<file path="src/verilog/ccd_pkg.sv">
`default_nettype none
package ccd_pkg;
  localparam logic [15:0] ADDR_SLOW = 16'h0100;
  localparam logic [15:0] ADDR_MAIN = 16'h0101;
  localparam logic [15:0] ADDR_RATE1 = 16'h0102;
  localparam logic [15:0] ADDR_RATE2 = 16'h0103;
  localparam logic [15:0] ADDR_RATE3 = 16'h0104;
  localparam logic [15:0] ADDR_RSTATE1 = 16'h010a;
  localparam logic [15:0] ADDR_RSTATE2 = 16'h010b;
  localparam logic [15:0] ADDR_RSTATE3 = 16'h010c;
  localparam logic [15:0] ADDR_SECOND = 16'h0112;
  localparam logic [15:0] ADDR_SRATE1 = 16'h0113;
  localparam logic [15:0] ADDR_SRATE2 = 16'h0114;
  localparam logic [15:0] ADDR_SRSTATE1 = 16'h011b;
  localparam logic [15:0] ADDR_SRSTATE2 = 16'h011c;
  localparam logic [15:0] ADDR_CORE_SEL = 16'h0120;
  localparam logic [15:0] ADDR_CORE_FREQ = 16'h0122;
  localparam logic [15:0] ADDR_CORE_FSTATE = 16'h0126;
  localparam logic [15:0] ADDR_CORE_SSTATE = 16'h0127;
  localparam logic [15:0] ADDR_OUT_MAIN = 16'h0149;
  localparam logic [15:0] ADDR_OUT_SECOND = 16'h014a;
  localparam logic [15:0] ADDR_PADS = 16'h014e;
  // rate slots 0..2 are the main domain, 3..4 the second domain
  localparam logic [4:0][15:0] RATE_ADDR =
    {ADDR_SRATE2, ADDR_SRATE1, ADDR_RATE3, ADDR_RATE2, ADDR_RATE1};
  localparam logic [4:0][15:0] RATE_STATE_ADDR =
    {ADDR_SRSTATE2, ADDR_SRSTATE1, ADDR_RSTATE3, ADDR_RSTATE2, ADDR_RSTATE1};
  localparam logic [2:0] RATE_SLOTS = 3'h5;
  localparam int FAM_BIT = 15;
  localparam int FREQ_LSB = 8;
  localparam int ON_BIT = 6;
  localparam int SRC_LSB = 0;
  localparam int OUT_ON_BIT = 15;
  localparam int DIV_LSB = 3;
  localparam int SEL_LSB = 0;
  localparam int PD_BIT = 9;
  localparam logic [3:0] MAIN_SRC_RST = 4'h4;
  localparam logic [2:0] MAIN_FREQ_RST = 3'h4;
  localparam logic [3:0] SEC_SRC_RST = 4'h5;
  localparam logic [2:0] SEC_FREQ_RST = 3'h3;
  localparam logic [3:0] CORE_SRC_RST = 4'h5;
  localparam logic [1:0] SLOW_SRC_RST = 2'h2;
  localparam logic [1:0] SLOW_SRC_RSVD = 2'h3;
  localparam logic [2:0] FREQ_MAX = 3'h4;
  localparam logic [2:0] OUT_SEL_MAX = 3'h3;
  localparam logic [4:0] DIV_MIN = 5'h02;
  localparam logic [4:0] DIV_MAX = 5'h1e;
  // 5.6 MHz and 148 MHz in 1/64 MHz counts
  localparam logic [15:0] CORE_MIN = 16'h0166;
  localparam logic [15:0] CORE_MAX = 16'h2500;
  localparam logic [15:0] CORE_SAT = 16'hffff;
  // kHz * 64 / 1000 = (kHz << 3) / 125
  localparam int KHZ_W = 18;
  localparam int KHZ_SHIFT = 3;
  localparam logic [6:0] KHZ_DEN = 7'h7d;
  typedef enum logic [2:0] {
    OP_MAIN = 3'h0, OP_SECOND = 3'h1, OP_CORE = 3'h2, OP_SLOW = 3'h3,
    OP_RATE = 3'h4, OP_OUT = 3'h5, OP_PAD = 3'h6, OP_READ = 3'h7
  } ccd_op_e;
  function automatic logic ccd_src_ok(input logic [3:0] s);
    case (s)
      4'h0, 4'h1, 4'h2, 4'h4, 4'h5, 4'h8, 4'h9, 4'ha, 4'hf: return 1'b1;
      default: return 1'b0;
    endcase
  endfunction
  function automatic logic ccd_rate_ok(input logic [4:0] r);
    return (r <= 5'h06) || (r >= 5'h09 && r <= 5'h0e) || (r >= 5'h11 && r <= 5'h13);
  endfunction
endpackage
`default_nettype wire

</file>
<file path="src/verilog/ccd_clock_host.sv">
`timescale 1ns/1ps
`default_nettype none
module ccd_clock_host import ccd_pkg::*; #(
  parameter int KW = KHZ_W
) (
  input wire logic sys_clk, // system clock, 10 MHz
  input wire logic rstn, // synchronous reset, active low
  input wire logic cmd_valid, // order offered
  output logic cmd_ready, // order taken when both high
  input wire logic [2:0] cmd_op, // order kind, ccd_op_e
  input wire logic [3:0] cmd_src, // clock source selector
  input wire logic [2:0] cmd_freq, // frequency code or output select
  input wire logic cmd_family, // main clock family bit
  input wire logic cmd_on, // enable or pulldown on
  input wire logic [KW-1:0] cmd_khz, // core clock in kHz
  input wire logic [2:0] cmd_index, // rate slot or output number
  input wire logic [4:0] cmd_rate, // rate select code
  input wire logic [4:0] cmd_div, // output divider code
  input wire logic [15:0] cmd_addr, // address for a plain read
  input wire logic need_slow, // debounce, detect or pump in use
  output logic done, // order finished pulse
  output logic err, // order refused pulse
  output logic [15:0] rd_data, // last read-back value
  output logic [15:0] dev_addr, // device register address
  output logic [15:0] dev_wdata, // device write data
  output logic dev_wr, // device write request
  output logic dev_rd, // device read request
  input wire logic dev_ack, // device acknowledge
  input wire logic [15:0] dev_rdata // device read data
);
  typedef enum logic [4:0] {
    ST_IDLE = 5'b00001, ST_CALC = 5'b00010, ST_PLAN = 5'b00100,
    ST_RUN = 5'b01000, ST_WAIT = 5'b10000
  } ccd_st_e;
  typedef struct packed {
    ccd_st_e st;
    ccd_op_e op;
    logic [3:0] c_src;
    logic [2:0] c_freq;
    logic c_fam;
    logic c_on;
    logic [2:0] c_idx;
    logic [4:0] c_rate;
    logic [4:0] c_div;
    logic [15:0] c_addr;
    logic [15:0] code;
    logic [2:0][15:0] adr;
    logic [2:0][15:0] dat;
    logic [1:0] cnt;
    logic [1:0] idx;
    logic rd;
    logic rdg;
    logic [15:0] rd_adr;
    logic done;
    logic err;
    logic [15:0] rdata;
    logic fpend;
    logic [3:0] main_src;
    logic [2:0] main_freq;
    logic main_fam;
    logic main_on;
    logic [3:0] sec_src;
    logic [2:0] sec_freq;
    logic sec_on;
    logic [3:0] core_src;
    logic [15:0] core_code;
    logic core_on;
    logic [1:0] slow_src;
    logic slow_on;
  } ccd_host_s;
  ccd_host_s s, n;
  logic div_done;
  logic [15:0] div_code;
  logic port_go;
  logic port_done;
  logic [15:0] port_rdata;

  function automatic logic [15:0] mk_clk(input logic fam, input logic [2:0] freq,
                                        input logic on, input logic [3:0] src);
    logic [15:0] v;
    v = '0;
    v[FAM_BIT] = fam;
    v[FREQ_LSB +: 3] = freq;
    v[ON_BIT] = on;
    v[SRC_LSB +: 4] = src;
    return v;
  endfunction

  ccd_khz_div #(.KW(KW)) u_div (
    .sys_clk(sys_clk),
    .rstn(rstn),
    .start(cmd_valid && s.st == ST_IDLE && cmd_op == OP_CORE),
    .khz(cmd_khz),
    .done(div_done),
    .code(div_code)
  );

  assign port_go = (s.st == ST_RUN);
  ccd_reg_port u_port (
    .sys_clk(sys_clk),
    .rstn(rstn),
    .go(port_go),
    .is_rd(s.rdg),
    .addr(s.rdg ? s.rd_adr : s.adr[s.idx]),
    .wdata(s.dat[s.idx]),
    .done(port_done),
    .rdata(port_rdata),
    .dev_addr(dev_addr),
    .dev_wdata(dev_wdata),
    .dev_wr(dev_wr),
    .dev_rd(dev_rd),
    .dev_ack(dev_ack),
    .dev_rdata(dev_rdata)
  );

  always_comb begin
    logic [15:0] w;
    logic [2:0] lim;
    logic ok;
    logic slow_en;
    w = s.dat[s.idx];
    lim = '0;
    ok = 1'b0;
    slow_en = s.c_on || need_slow;
    n = s;
    n.done = 1'b0;
    n.err = 1'b0;
    case (s.st)
      ST_IDLE: if (cmd_valid) begin
        n.op = ccd_op_e'(cmd_op);
        n.c_src = cmd_src;
        n.c_freq = cmd_freq;
        n.c_fam = cmd_family;
        n.c_on = cmd_on;
        n.c_idx = cmd_index;
        n.c_rate = cmd_rate;
        n.c_div = cmd_div;
        n.c_addr = cmd_addr;
        n.st = (cmd_op == OP_CORE) ? ST_CALC : ST_PLAN;
      end
      ST_CALC: if (div_done) begin
        n.code = div_code;
        n.st = ST_PLAN;
      end
      ST_PLAN: begin
        n.cnt = 2'h1;
        n.idx = 2'h0;
        n.rd = 1'b0;
        case (s.op)
          OP_MAIN: begin
            ok = ccd_src_ok(s.c_src) && s.c_freq <= FREQ_MAX;
            n.adr[0] = ADDR_MAIN;
            n.adr[1] = ADDR_MAIN;
            n.dat[0] = mk_clk(s.c_fam, s.c_freq, s.c_on, s.c_src);
            if (s.main_on && s.c_src == s.main_src &&
                (s.c_freq != s.main_freq || s.c_fam != s.main_fam)) begin
              n.dat[0] = mk_clk(s.main_fam, s.main_freq, 1'b0, s.main_src);
              n.dat[1] = mk_clk(s.c_fam, s.c_freq, s.c_on, s.c_src);
              n.cnt = 2'h2;
            end
          end
          OP_SECOND: begin
            ok = ccd_src_ok(s.c_src) && s.c_freq <= FREQ_MAX;
            n.adr[0] = ADDR_SECOND;
            n.adr[1] = ADDR_SECOND;
            n.dat[0] = mk_clk(1'b0, s.c_freq, s.c_on, s.c_src);
            if (s.sec_on && s.c_src == s.sec_src && s.c_freq != s.sec_freq) begin
              n.dat[0] = mk_clk(1'b0, s.sec_freq, 1'b0, s.sec_src);
              n.dat[1] = mk_clk(1'b0, s.c_freq, s.c_on, s.c_src);
              n.cnt = 2'h2;
            end
          end
          OP_CORE: begin
            ok = ccd_src_ok(s.c_src) && s.code >= CORE_MIN && s.code <= CORE_MAX;
            n.rd = 1'b1;
            n.rd_adr = ADDR_CORE_FSTATE;
            n.adr[0] = ADDR_CORE_FREQ;
            n.dat[0] = s.code;
            n.adr[1] = ADDR_CORE_SEL;
            n.dat[1] = mk_clk(1'b0, 3'h0, s.c_on, s.c_src);
            n.cnt = 2'h2;
            if (s.core_on && s.c_src == s.core_src) begin
              // a source rewrite alone would not drop a running clock
              n.adr[0] = ADDR_CORE_SEL;
              n.dat[0] = mk_clk(1'b0, 3'h0, 1'b0, s.core_src);
              n.adr[1] = ADDR_CORE_FREQ;
              n.dat[1] = s.code;
              n.adr[2] = ADDR_CORE_SEL;
              n.dat[2] = mk_clk(1'b0, 3'h0, s.c_on, s.c_src);
              n.cnt = 2'h3;
            end
          end
          OP_SLOW: begin
            ok = s.c_src[1:0] != SLOW_SRC_RSVD;
            n.adr[0] = ADDR_SLOW;
            n.adr[1] = ADDR_SLOW;
            n.dat[0] = mk_clk(1'b0, 3'h0, slow_en, {2'h0, s.c_src[1:0]});
            if (s.slow_on && s.c_src[1:0] != s.slow_src) begin
              n.dat[0] = mk_clk(1'b0, 3'h0, 1'b0, {2'h0, s.slow_src});
              n.dat[1] = mk_clk(1'b0, 3'h0, slow_en, {2'h0, s.c_src[1:0]});
              n.cnt = 2'h2;
            end
          end
          OP_RATE: begin
            ok = s.c_idx < RATE_SLOTS && ccd_rate_ok(s.c_rate);
            n.adr[0] = RATE_ADDR[s.c_idx];
            n.dat[0] = {11'h000, s.c_rate};
            n.rd = 1'b1;
            n.rd_adr = RATE_STATE_ADDR[s.c_idx];
          end
          OP_OUT: begin
            lim = s.c_idx[0] ? s.sec_freq : s.main_freq;
            ok = s.c_idx[2:1] == 2'h0 && s.c_freq <= OUT_SEL_MAX;
            ok = ok && s.c_freq <= lim;
            if (s.c_on) begin
              ok = ok && !s.c_div[0] && s.c_div >= DIV_MIN && s.c_div <= DIV_MAX;
            end
            n.adr[0] = s.c_idx[0] ? ADDR_OUT_SECOND : ADDR_OUT_MAIN;
            n.dat[0] = '0;
            n.dat[0][OUT_ON_BIT] = s.c_on;
            n.dat[0][DIV_LSB +: 5] = s.c_div;
            n.dat[0][SEL_LSB +: 3] = s.c_freq;
          end
          OP_PAD: begin
            ok = 1'b1;
            n.adr[0] = ADDR_PADS;
            n.dat[0] = '0;
            n.dat[0][PD_BIT] = s.c_on;
          end
          OP_READ: begin
            ok = 1'b1;
            n.cnt = 2'h0;
            n.rd = 1'b1;
            n.rd_adr = s.c_addr;
          end
          default: ok = 1'b0;
        endcase
        n.rdg = (n.cnt == 2'h0);
        n.err = !ok;
        n.st = ok ? ST_RUN : ST_IDLE;
      end
      ST_RUN: begin
        if (!s.rdg && s.adr[s.idx] == ADDR_CORE_FREQ) n.fpend = 1'b1;
        if (!s.rdg && s.adr[s.idx] == ADDR_CORE_SEL) n.fpend = 1'b0;
        n.st = ST_WAIT;
      end
      ST_WAIT: if (port_done) begin
        if (s.rdg) begin
          n.rdata = port_rdata;
          n.done = 1'b1;
          n.st = ST_IDLE;
        end else begin
          // mirror what the device now holds, one write at a time
          case (s.adr[s.idx])
            ADDR_MAIN: begin
              n.main_fam = w[FAM_BIT];
              n.main_freq = w[FREQ_LSB +: 3];
              n.main_on = w[ON_BIT];
              n.main_src = w[SRC_LSB +: 4];
            end
            ADDR_SECOND: begin
              n.sec_freq = w[FREQ_LSB +: 3];
              n.sec_on = w[ON_BIT];
              n.sec_src = w[SRC_LSB +: 4];
            end
            ADDR_CORE_SEL: begin
              n.core_on = w[ON_BIT];
              n.core_src = w[SRC_LSB +: 4];
            end
            ADDR_CORE_FREQ: n.core_code = w;
            ADDR_SLOW: begin
              n.slow_on = w[ON_BIT];
              n.slow_src = w[SRC_LSB +: 2];
            end
            default: n.core_code = s.core_code;
          endcase
          if (s.idx + 2'h1 < s.cnt) begin
            n.idx = s.idx + 2'h1;
            n.st = ST_RUN;
          end else if (s.rd) begin
            n.rdg = 1'b1;
            n.st = ST_RUN;
          end else begin
            n.done = 1'b1;
            n.st = ST_IDLE;
          end
        end
      end
      default: n.st = ST_IDLE;
    endcase
  end

  always_ff @(posedge sys_clk) begin
    if (!rstn) begin
      s <= '0;
      s.st <= ST_IDLE;
      s.op <= OP_READ;
      s.main_src <= MAIN_SRC_RST;
      s.main_freq <= MAIN_FREQ_RST;
      s.sec_src <= SEC_SRC_RST;
      s.sec_freq <= SEC_FREQ_RST;
      s.core_src <= CORE_SRC_RST;
      s.slow_src <= SLOW_SRC_RST;
    end else begin
      s <= n;
    end
  end

  assign cmd_ready = (s.st == ST_IDLE);
  assign done = s.done;
  assign err = s.err;
  assign rd_data = s.rdata;
endmodule // ccd_clock_host
`default_nettype wire

</file>
<file path="src/verilog/ccd_khz_div.sv">
`timescale 1ns/1ps
`default_nettype none
module ccd_khz_div import ccd_pkg::*; #(
  parameter int KW = KHZ_W
) (
  input wire logic sys_clk, // system clock
  input wire logic rstn, // synchronous reset, active low
  input wire logic start, // begin a conversion
  input wire logic [KW-1:0] khz, // core clock in kHz
  output logic done, // result ready pulse
  output logic [15:0] code // 1/64 MHz count, saturated
);
  localparam int NW = KW + KHZ_SHIFT;
  if (KW < 14 || KW > 24) begin : g_bad_width
    $error("ccd_khz_div: KW must lie in 14..24");
  end
  typedef struct packed {
    logic busy;
    logic done;
    logic [4:0] cnt;
    logic [NW-1:0] num;
    logic [7:0] rem;
    logic [NW-1:0] q;
    logic [KW-1:0] khz;
  } ccd_div_s;
  ccd_div_s s, n;
  always_comb begin
    logic [7:0] r2;
    r2 = {s.rem[6:0], s.num[NW-1]};
    n = s;
    n.done = 1'b0;
    if (start && !s.busy) begin
      n.busy = 1'b1;
      n.cnt = 5'(NW);
      n.num = {khz, {KHZ_SHIFT{1'b0}}};
      n.khz = khz;
      n.rem = '0;
      n.q = '0;
    end else if (s.busy) begin
      // restoring division, one quotient bit per cycle, rounds down
      n.num = {s.num[NW-2:0], 1'b0};
      if (r2 >= {1'b0, KHZ_DEN}) begin
        n.rem = r2 - {1'b0, KHZ_DEN};
        n.q = {s.q[NW-2:0], 1'b1};
      end else begin
        n.rem = r2;
        n.q = {s.q[NW-2:0], 1'b0};
      end
      n.cnt = s.cnt - 5'h01;
      if (s.cnt == 5'h01) begin
        n.busy = 1'b0;
        n.done = 1'b1;
      end
    end
  end
  always_ff @(posedge sys_clk) begin
    if (!rstn) begin
      s <= '0;
    end else begin
      s <= n;
    end
  end
  assign done = s.done;
  assign code = (|s.q[NW-1:16]) ? CORE_SAT : s.q[15:0];
endmodule // ccd_khz_div
`default_nettype wire

</file>
<file path="src/verilog/ccd_reg_port.sv">
`timescale 1ns/1ps
`default_nettype none
module ccd_reg_port import ccd_pkg::*; (
  input wire logic sys_clk, // system clock
  input wire logic rstn, // synchronous reset, active low
  input wire logic go, // start one access, taken when idle
  input wire logic is_rd, // access is a read
  input wire logic [15:0] addr, // register address
  input wire logic [15:0] wdata, // write data
  output logic done, // access complete pulse
  output logic [15:0] rdata, // read result
  output logic [15:0] dev_addr, // address to device
  output logic [15:0] dev_wdata, // write data to device
  output logic dev_wr, // write request level
  output logic dev_rd, // read request level
  input wire logic dev_ack, // device acknowledge level
  input wire logic [15:0] dev_rdata // device read data
);
  typedef enum logic [2:0] {
    PS_IDLE = 3'b001, PS_REQ = 3'b010, PS_REL = 3'b100
  } ccd_port_e;
  typedef struct packed {
    ccd_port_e st;
    logic [15:0] addr;
    logic [15:0] wdata;
    logic wr;
    logic rd;
    logic done;
    logic [15:0] rdata;
    logic ack_m;
    logic ack_s;
    logic [15:0] rd_m;
    logic [15:0] rd_s;
  } ccd_port_s;
  ccd_port_s s, n;
  // four-phase handshake: the device may sit on any clock
  always_comb begin
    n = s;
    n.ack_m = dev_ack;
    n.ack_s = s.ack_m;
    n.rd_m = dev_rdata;
    n.rd_s = s.rd_m;
    n.done = 1'b0;
    case (s.st)
      PS_IDLE: if (go) begin
        n.addr = addr;
        n.wdata = wdata;
        n.wr = !is_rd;
        n.rd = is_rd;
        n.st = PS_REQ;
      end
      PS_REQ: if (s.ack_s) begin
        n.rdata = s.rd_s;
        n.wr = 1'b0;
        n.rd = 1'b0;
        n.st = PS_REL;
      end
      PS_REL: if (!s.ack_s) begin
        n.done = 1'b1;
        n.st = PS_IDLE;
      end
      default: n.st = PS_IDLE;
    endcase
  end
  always_ff @(posedge sys_clk) begin
    if (!rstn) begin
      s <= '0;
      s.st <= PS_IDLE;
    end else begin
      s <= n;
    end
  end
  assign done = s.done;
  assign rdata = s.rdata;
  assign dev_addr = s.addr;
  assign dev_wdata = s.wdata;
  assign dev_wr = s.wr;
  assign dev_rd = s.rd;
endmodule // ccd_reg_port
`default_nettype wire

</file>
<file path="config.mk">
export PLATFORM = sky130hd
export DESIGN_NAME = ccd_clock_host
export DESIGN_NICKNAME = d
export VERILOG_FILES = /design/src/verilog/ccd_pkg.sv /design/src/verilog/ccd_clock_host.sv /design/src/verilog/ccd_khz_div.sv /design/src/verilog/ccd_reg_port.sv
export SDC_FILE = /design/constraint.sdc
export NUM_CORES = 1
export LEC_CHECK = 0
export ABC_AREA = 1
export ABC_CLOCK_PERIOD_IN_PS = 5650
export BUFFER_PORTS_ARGS = -buffer_cell sky130_fd_sc_hd__buf_2
export CAP_MARGIN = 20
export CORE_ASPECT_RATIO = 0.8
export CORE_MARGIN = 2
export CORE_UTILIZATION = 60
export CTS_BUF_LIST = sky130_fd_sc_hd__clkbuf_16
export DETAILED_ROUTE_END_ITERATION = 8
export PLACE_DENSITY = 0.81
export SYNTH_ARGS = -nofsm -noshare
export SYNTH_HDL_FRONTEND = slang
export SYNTH_SLANG_ARGS = --single-unit
</file>
<file path="constraint.sdc">
create_clock -name sys_clk -period 5.65 [get_ports sys_clk]
set_clock_uncertainty 0.2 [all_clocks]
set_input_delay 0.8475 -clock sys_clk [delete_from_list [all_inputs] [get_ports sys_clk]]
set_output_delay 0.8475 -clock sys_clk [all_outputs]
set_load 0.02 [all_outputs]
</file>
; Word-level counts from Yosys, hierarchy flattened
; Memories as Yosys holds them, arrays and structs flattened. A register that Yosys moved wholly into a read port is not among the register bits.
; Index checks and enable logic that the tools add are counted.
[totals]
ff_bits = 339
mem_bits_ro = 304
input_bits = 80
output_inout_bits = 53
word_cells = 261
n_memories = 5
[op_classes]
add_sub_neg = 3
n_lt_le_gt_ge = 17
eq_ne = 40
mux = 74
bitwise = 3
reduce_logical = 65
[memory_table]
columns = name, depth, width, read_ports, rd_clocked_by_memory_dff, write_ports, line
row1 = (name not given), 8, 16, 1, 1, 0, ccd_clock_host.sv:209  ; n.rd_adr = RATE_STATE_ADDR[s.c_idx];
row2 = (name not given), 8, 16, 1, 1, 0, ccd_clock_host.sv:206  ; n.adr[0] = RATE_ADDR[s.c_idx];
row3 = (name not given), 16, 1, 1, 1, 0, ccd_pkg.sv:61  ; case (s)
row4 = (name not given), 16, 1, 1, 1, 0, ccd_pkg.sv:61
row5 = (name not given), 16, 1, 1, 1, 0, ccd_pkg.sv:61
[op_table]
columns = cell, count
row1 = case mux 16 bit (7 select lines), 2
row2 = case mux 16 bit (4 select lines), 2
row3 = two-way mux 34 bit, 3
row4 = two-way mux 16 bit, 6
row5 = two-way mux 68 bit, 1
row6 = binary-select mux 16 bit (select 2 bit), 2
row7 = equality test 16 x 9 -> 1 bit (second input constant), 4
row8 = two-way mux 57 bit, 1
row9 = two-way mux 55 bit, 1
row10 = case mux 16 bit (3 select lines), 1
row11 = two-way mux 46 bit, 1
row12 = two-way mux 37 bit, 1
row13 = two-way mux 4 bit, 8
row14 = two-way mux 29 bit, 1
row15 = case mux 5 bit (5 select lines), 1
row16 = two-way mux 3 bit, 8
row17 = logical AND 1 bit, 21
row18 = two-way mux 5 bit, 4
row19 = AND reduction 2 bit, 10
row20 = AND reduction 4 bit, 5
row21 = two-way mux 1 bit, 18
row22 = inequality test 2 bit (second input constant), 9
row23 = AND reduction 3 bit, 6
row24 = greater-or-equal comparator 16 x 9 -> 1 bit (second input constant), 1
row25 = 50 further kinds, 85

; Depth between registers and ports, before layout
[depth]
word_depth = 11
depth_mapped = 16

; Hierarchy
; Synthesis repeated with hierarchy kept, for this count alone.
[unflattened]
cells_unflattened = 2097
area_unflattened_um2 = 14889.3
[by_module_without_submodules]
columns = mod, instances, cells_per_inst, area_each_um2
row1 = ccd_clock_host, 1, 1312, 8971.1
row2 = ccd_reg_port, 1, 403, 3385.7
row3 = ccd_khz_div, 1, 382, 2532.4

; Worst setup path after synthesis
; OpenSTA, ideal clock, no wires.
[synth_path]
kind = register to register
start = register s[78] in the netlist's numbering
end = register s[235] in the netlist's numbering
arrival_time_ps = 1865
path_slack_ps = 3459
path_stages_with_launch = 13
n_path_buf = 3
synth_period_minus_slack_ps = 2191
path_cell_list = dfxtp_1 > buf_4 > buf_4 > buf_2 > xor2_1 > ha_1 > a21o_1 > a21oi_1 > nor2_1 > nor2_1 > nand2_1 > nand2_1 > nand2_1
[synth_via]
elab_chain_cells = 6
[synth_rtl]
columns = element, line
row1 = start: declaration, ccd_clock_host.sv:71  ; ccd_host_s s, n;
row2 = start signal: assignment, ccd_clock_host.sv:305  ; s <= n;
row3 = adder 2 x 1 -> 2 bit, ccd_clock_host.sv:277  ; if (s.idx + 2'h1 < s.cnt) begin
row4 = < comparator 2 bit, ccd_clock_host.sv:277
row5 = two-way mux 5 bit, ccd_clock_host.sv:277
row6 = two-way mux 5 bit, ccd_clock_host.sv:248  ; if (s.rdg) begin
row7 = two-way mux 5 bit, ccd_clock_host.sv:247  ; ST_WAIT: if (port_done) begin
row8 = case mux 5 bit (5 select lines), ccd_clock_host.sv:128  ; case (s.st)
; No other way between the ends. The select of a mux whose other input is x is not followed.
; A chain may end at the register's enable or synchronous reset.

; Worst setup path in the final report
[layout_path]
start = register s[79] in the netlist's numbering
end = register s[37] in the netlist's numbering
[layout_via]
elab_chain_cells = 4
[layout_rtl]
columns = element, line
row1 = binary-select mux 16 bit (select 2 bit), ccd_clock_host.sv:254  ; case (s.adr[s.idx])
row2 = two-way mux 16 bit (not written as such), ccd_clock_host.sv:254
row3 = equality test 16 x 9 -> 1 bit, ccd_clock_host.sv:254
row4 = AND reduction 4 bit (no source line), -
; Parallel ways exist; a longest one is shown, timed or not. The select of a mux whose other input is x is not followed.

==> results.toml <==
[yosys]
proportion_of_register_bits_with_asynchronous_set_or_reset_after_synthesis = 0
synthFlopType = "dfxtp_1"
synth_nets = 2032
synth_seq_cells = 323
yosys-top-cells-count = "nand2_1 (340), dfxtp_1 (323), nor2_1 (279)"
yosysWarningCount = 0
ys_seq_area_frac = 0.455
cell_count_after_synthesis = 1944
avgSynthCellArea_sq_um = 7.30
post_synth_num_cell_types = 49
yosys.area.top_type = "dfxtp_1"
synth.area.top_cells = "dfxtp_1 (46%), nand2_1 (9.0%), nor2_1 (7.4%), o21ai_0 (6.8%), a21oi_1 (5.5%)"
synth-edff-count = 0
dominant_cell_by_count_in_the_synthesized_netlist = "nand2_1"
post_synth_instance_area_sq_um = 14200
synth.top_cell.area_share = 0.455

[floorplanning]
num_rows = 50
ioPinCount = 133
fp.dieArea_sq_um = 24900
die_x_um = 176
core_region_area_sq_um = 23300
initial_utilization = 0.608
die-height_um = 142

[worst_hold_path]
hold_path_class = "flip-flop to flip-flop"
worst_hold_startpoint = "u_port.n[5]$_SDFF_PN0_"
holdPathStages = 2

[critical_path]
worst_path_dominant_cell_family = "simple AND/OR/NAND/NOR gates"
path_class = "flip-flop to flip-flop"
reg2reg_from = "s[79]$_SDFFE_PN0P_"
regToRegSetupSlack_ps = 2490
worst_setup_path_endpoint = "s[37]$_SDFFE_PN0P_"
worstReg2RegEnd = "s[37]$_SDFFE_PN0P_"
critPathLaunchType = "flip-flop"
crit_chain = "inv_2 > nor2_4 > nand2_1 > nand2_1 > nand2_1 > nor2_1 > nand4_1 > inv_1 > o21ai_0 > nor2_1"
data_arrival_time_of_the_critical_path_ps = 3460
critPathRequiredTime_ps = 5960
cp-end-kind = "flip-flop"
worst-path-max-fanout = 14
cp-startpoint = "s[79]$_SDFFE_PN0P_"
critical_path_depth = 10
cp_dominant_cell_by_count = "nand2_1"
worst_path_slowest_cell = "dfxtp_1"
rr_worst_depth = 10
cp.buffers_inverters = 2
cpPeakStageDelay_ps = 770

[global_routing]
global_route.peak_usage_layer = "met2"
grt_usage = 0.300
grt.met1_usage = 0.423
overflow = 0
grtUsageMet2 = 0.470
grt_pass1_vias = 11800
grt_start_max_net_pins = 118
grt.met3_usage = 0.0630
grt_first_pass_wirelength_um = 60500
antenna_violations_before_repair = 1

[clock_tree]
cts-buffers-inserted = 31
clock_tree.htree_level_count = 1
clock_tree_from_tritoncts = "yes"
ctsLongestPathBuffers = 3
clk_pin_slew_worst_paths_ps = 70
worstSkewPairLatency_ps = 570
cts.sink_count = 323
cts_hold_repair.buffers = 0
cts_repair_resize_count = 0
post_cts_buffers = 0
clockRootBuffer = "clkbuf_16"

[status]
outcome = "completed"

[drt]
route.detailed.drc = 0
detail_route.iter0.violations = 1344
overall_routed_net_length_um = 38000
detail_route.first_pass.iterations = 6
ant_nets = 0
routed_wire_length_per_instance_um = 16.5
routed-via-count = 12900
vias_per_cell = 5.60

[power]
power.ir.vdd_worst_uv = 219
clock_power_share = 0.444
sw_frac_of_total = 0.248
p_leak_nw = 7.20
power.density_cell_area_nw_per_um2 = 322
seq_power_share = 0.478
netSwitchingPower_mw = 1.25
internal_power_mw = 3.79
comb_power_share = 0.078
report.power.total_mw = 5.03

[layout]
nets = 2060
design_area_sq_um = 15600
flow.area_growth_from_synthesis_pct = 9.95
instances_no_fill = 2308
layout-drive-gt1-share = 0.129
num_antenna_cells = 0

[timing]
grt_setup_unrepaired = "no"
fin_crit_sh = 0.559
maxSlewViolCount = 0
final.min_clock_period_ps = 3160
timing.final.setup_violations = 0
worst-slew-pin-transition_ps = 1000
fmaxAchievable_mhz = 317
slew_margin_rel = 0.329
finalHoldViolCount = 0
setup_total_negative_slack_ps = 0
fin_worst_hold_slack_ps = 211

[place]
port_buffers = 132
gpl.final_weighted_congestion = 0.985
placedInstanceArea_sq_um = 14500
hpwl_um = 25200
place.detailed.instances = 2249

[job]
max_cap_viols = 0
-- power by group through the flow --
stage               combinational (mW)  clock (mW)  sequential [mW]
finish                           0.394        2.23             2.41
global route                     0.440        2.34             2.41
CTS                              0.387        2.25             2.40
detailed placement               0.383           0             2.45
global placement                 0.375           0             2.45
floorplan                        0.291           0             2.42
-- per-layer routing --
metal  part of all wire  up-vias  wire length [um]
met5            0.00034        -                13
met4              0.021        2               795
met3              0.088       66              3330
met2               0.45      540             17000
met1               0.44     6014             16900
li1                   -     6293                 -
-- logic make-up (layout without fill, tap and decap cells) --
kind of cell / count (synthesis) / in the layout / synth area share
compound gates: 440 / 440 / 0.171
xor+xnor: 20 / 20 / 0.0123
flops: 323 / 323 / 0.455
fa+ha+maj: 8 / 8 / 0.00705
buf+inv: 370 / 422 / 0.118
mux: 2 / 2 / 0.00150
simple gates: 781 / 781 / 0.235
-- area by class of cell --
cell class,instances,area [sq um]
Timing Repair Buffer,142,739
Clock buffer,31,776
Sequential cell,323,6470
Multi-Input combinational cell,1251,6070
Inverter,223,842
Clock inverter,26,328
Tap cell,312,390
Fill cell,1979,7720
-- flip-flops by register name (all words and copies together), names as in the netlist, named ones only --
register,cells
u_port.dev_rd,1
err,1
u_port.n,17
u_div.done,1
u_port.done,1
u_port.s,20
u_div.s,52
s,159
done,1
rd_data,16
u_port.rdata,16
u_port.dev_wdata,16
u_port.dev_wr,1
u_port.dev_addr,16
-- metrics by stage --
stage | setup WS, ps | utilization
after floorplan | 3460 | -
after global placement | 2360 | 0.621
after detailed placement | 2320 | 0.621
after CTS | 2590 | 0.668
after global routing | 2140 | 0.669
final | 2490 | 0.669
-- cells in the final DEF (no fill, tap or decap), types with 12 or more instances in the layout --
cell type,n
nand2_1,340
dfxtp_1,323
nor2_1,278
inv_1,207
o21ai_0,193
a21oi_1,155
buf_2,131
nand3_1,53
nor3_1,35
clkbuf_16,31
nand4_1,23
a211oi_1,19
o221ai_1,17
inv_2,14
xor2_1,13
nor2_2,12
o211ai_1,12
-- worst min path at each step --
stage,endpoint,slack (ps)
6_report,u_port.s[5]$_SDFF_PN0_,210
2_1_floorplan,u_port.s[0]$_SDFF_PN0_,190
5_1_grt,u_port.s[7]$_SDFF_PN0_,220
3_5_place_dp,u_port.s[12]$_SDFF_PN0_,200
3_3_place_gp,u_port.s[7]$_SDFF_PN0_,190
4_1_cts,u_port.s[12]$_SDFF_PN0_,210
-- worst register-to-register path: cells and delay by family (launching register included) --
kind,cells,cell delay (ps)
AND/OR/NAND/NOR,7,1360
flip-flops,1,770
buffers and inverters,2,640
AO/OA/AOI/OAI,1,120
Note: power is estimated with default switching activity, not from simulation.
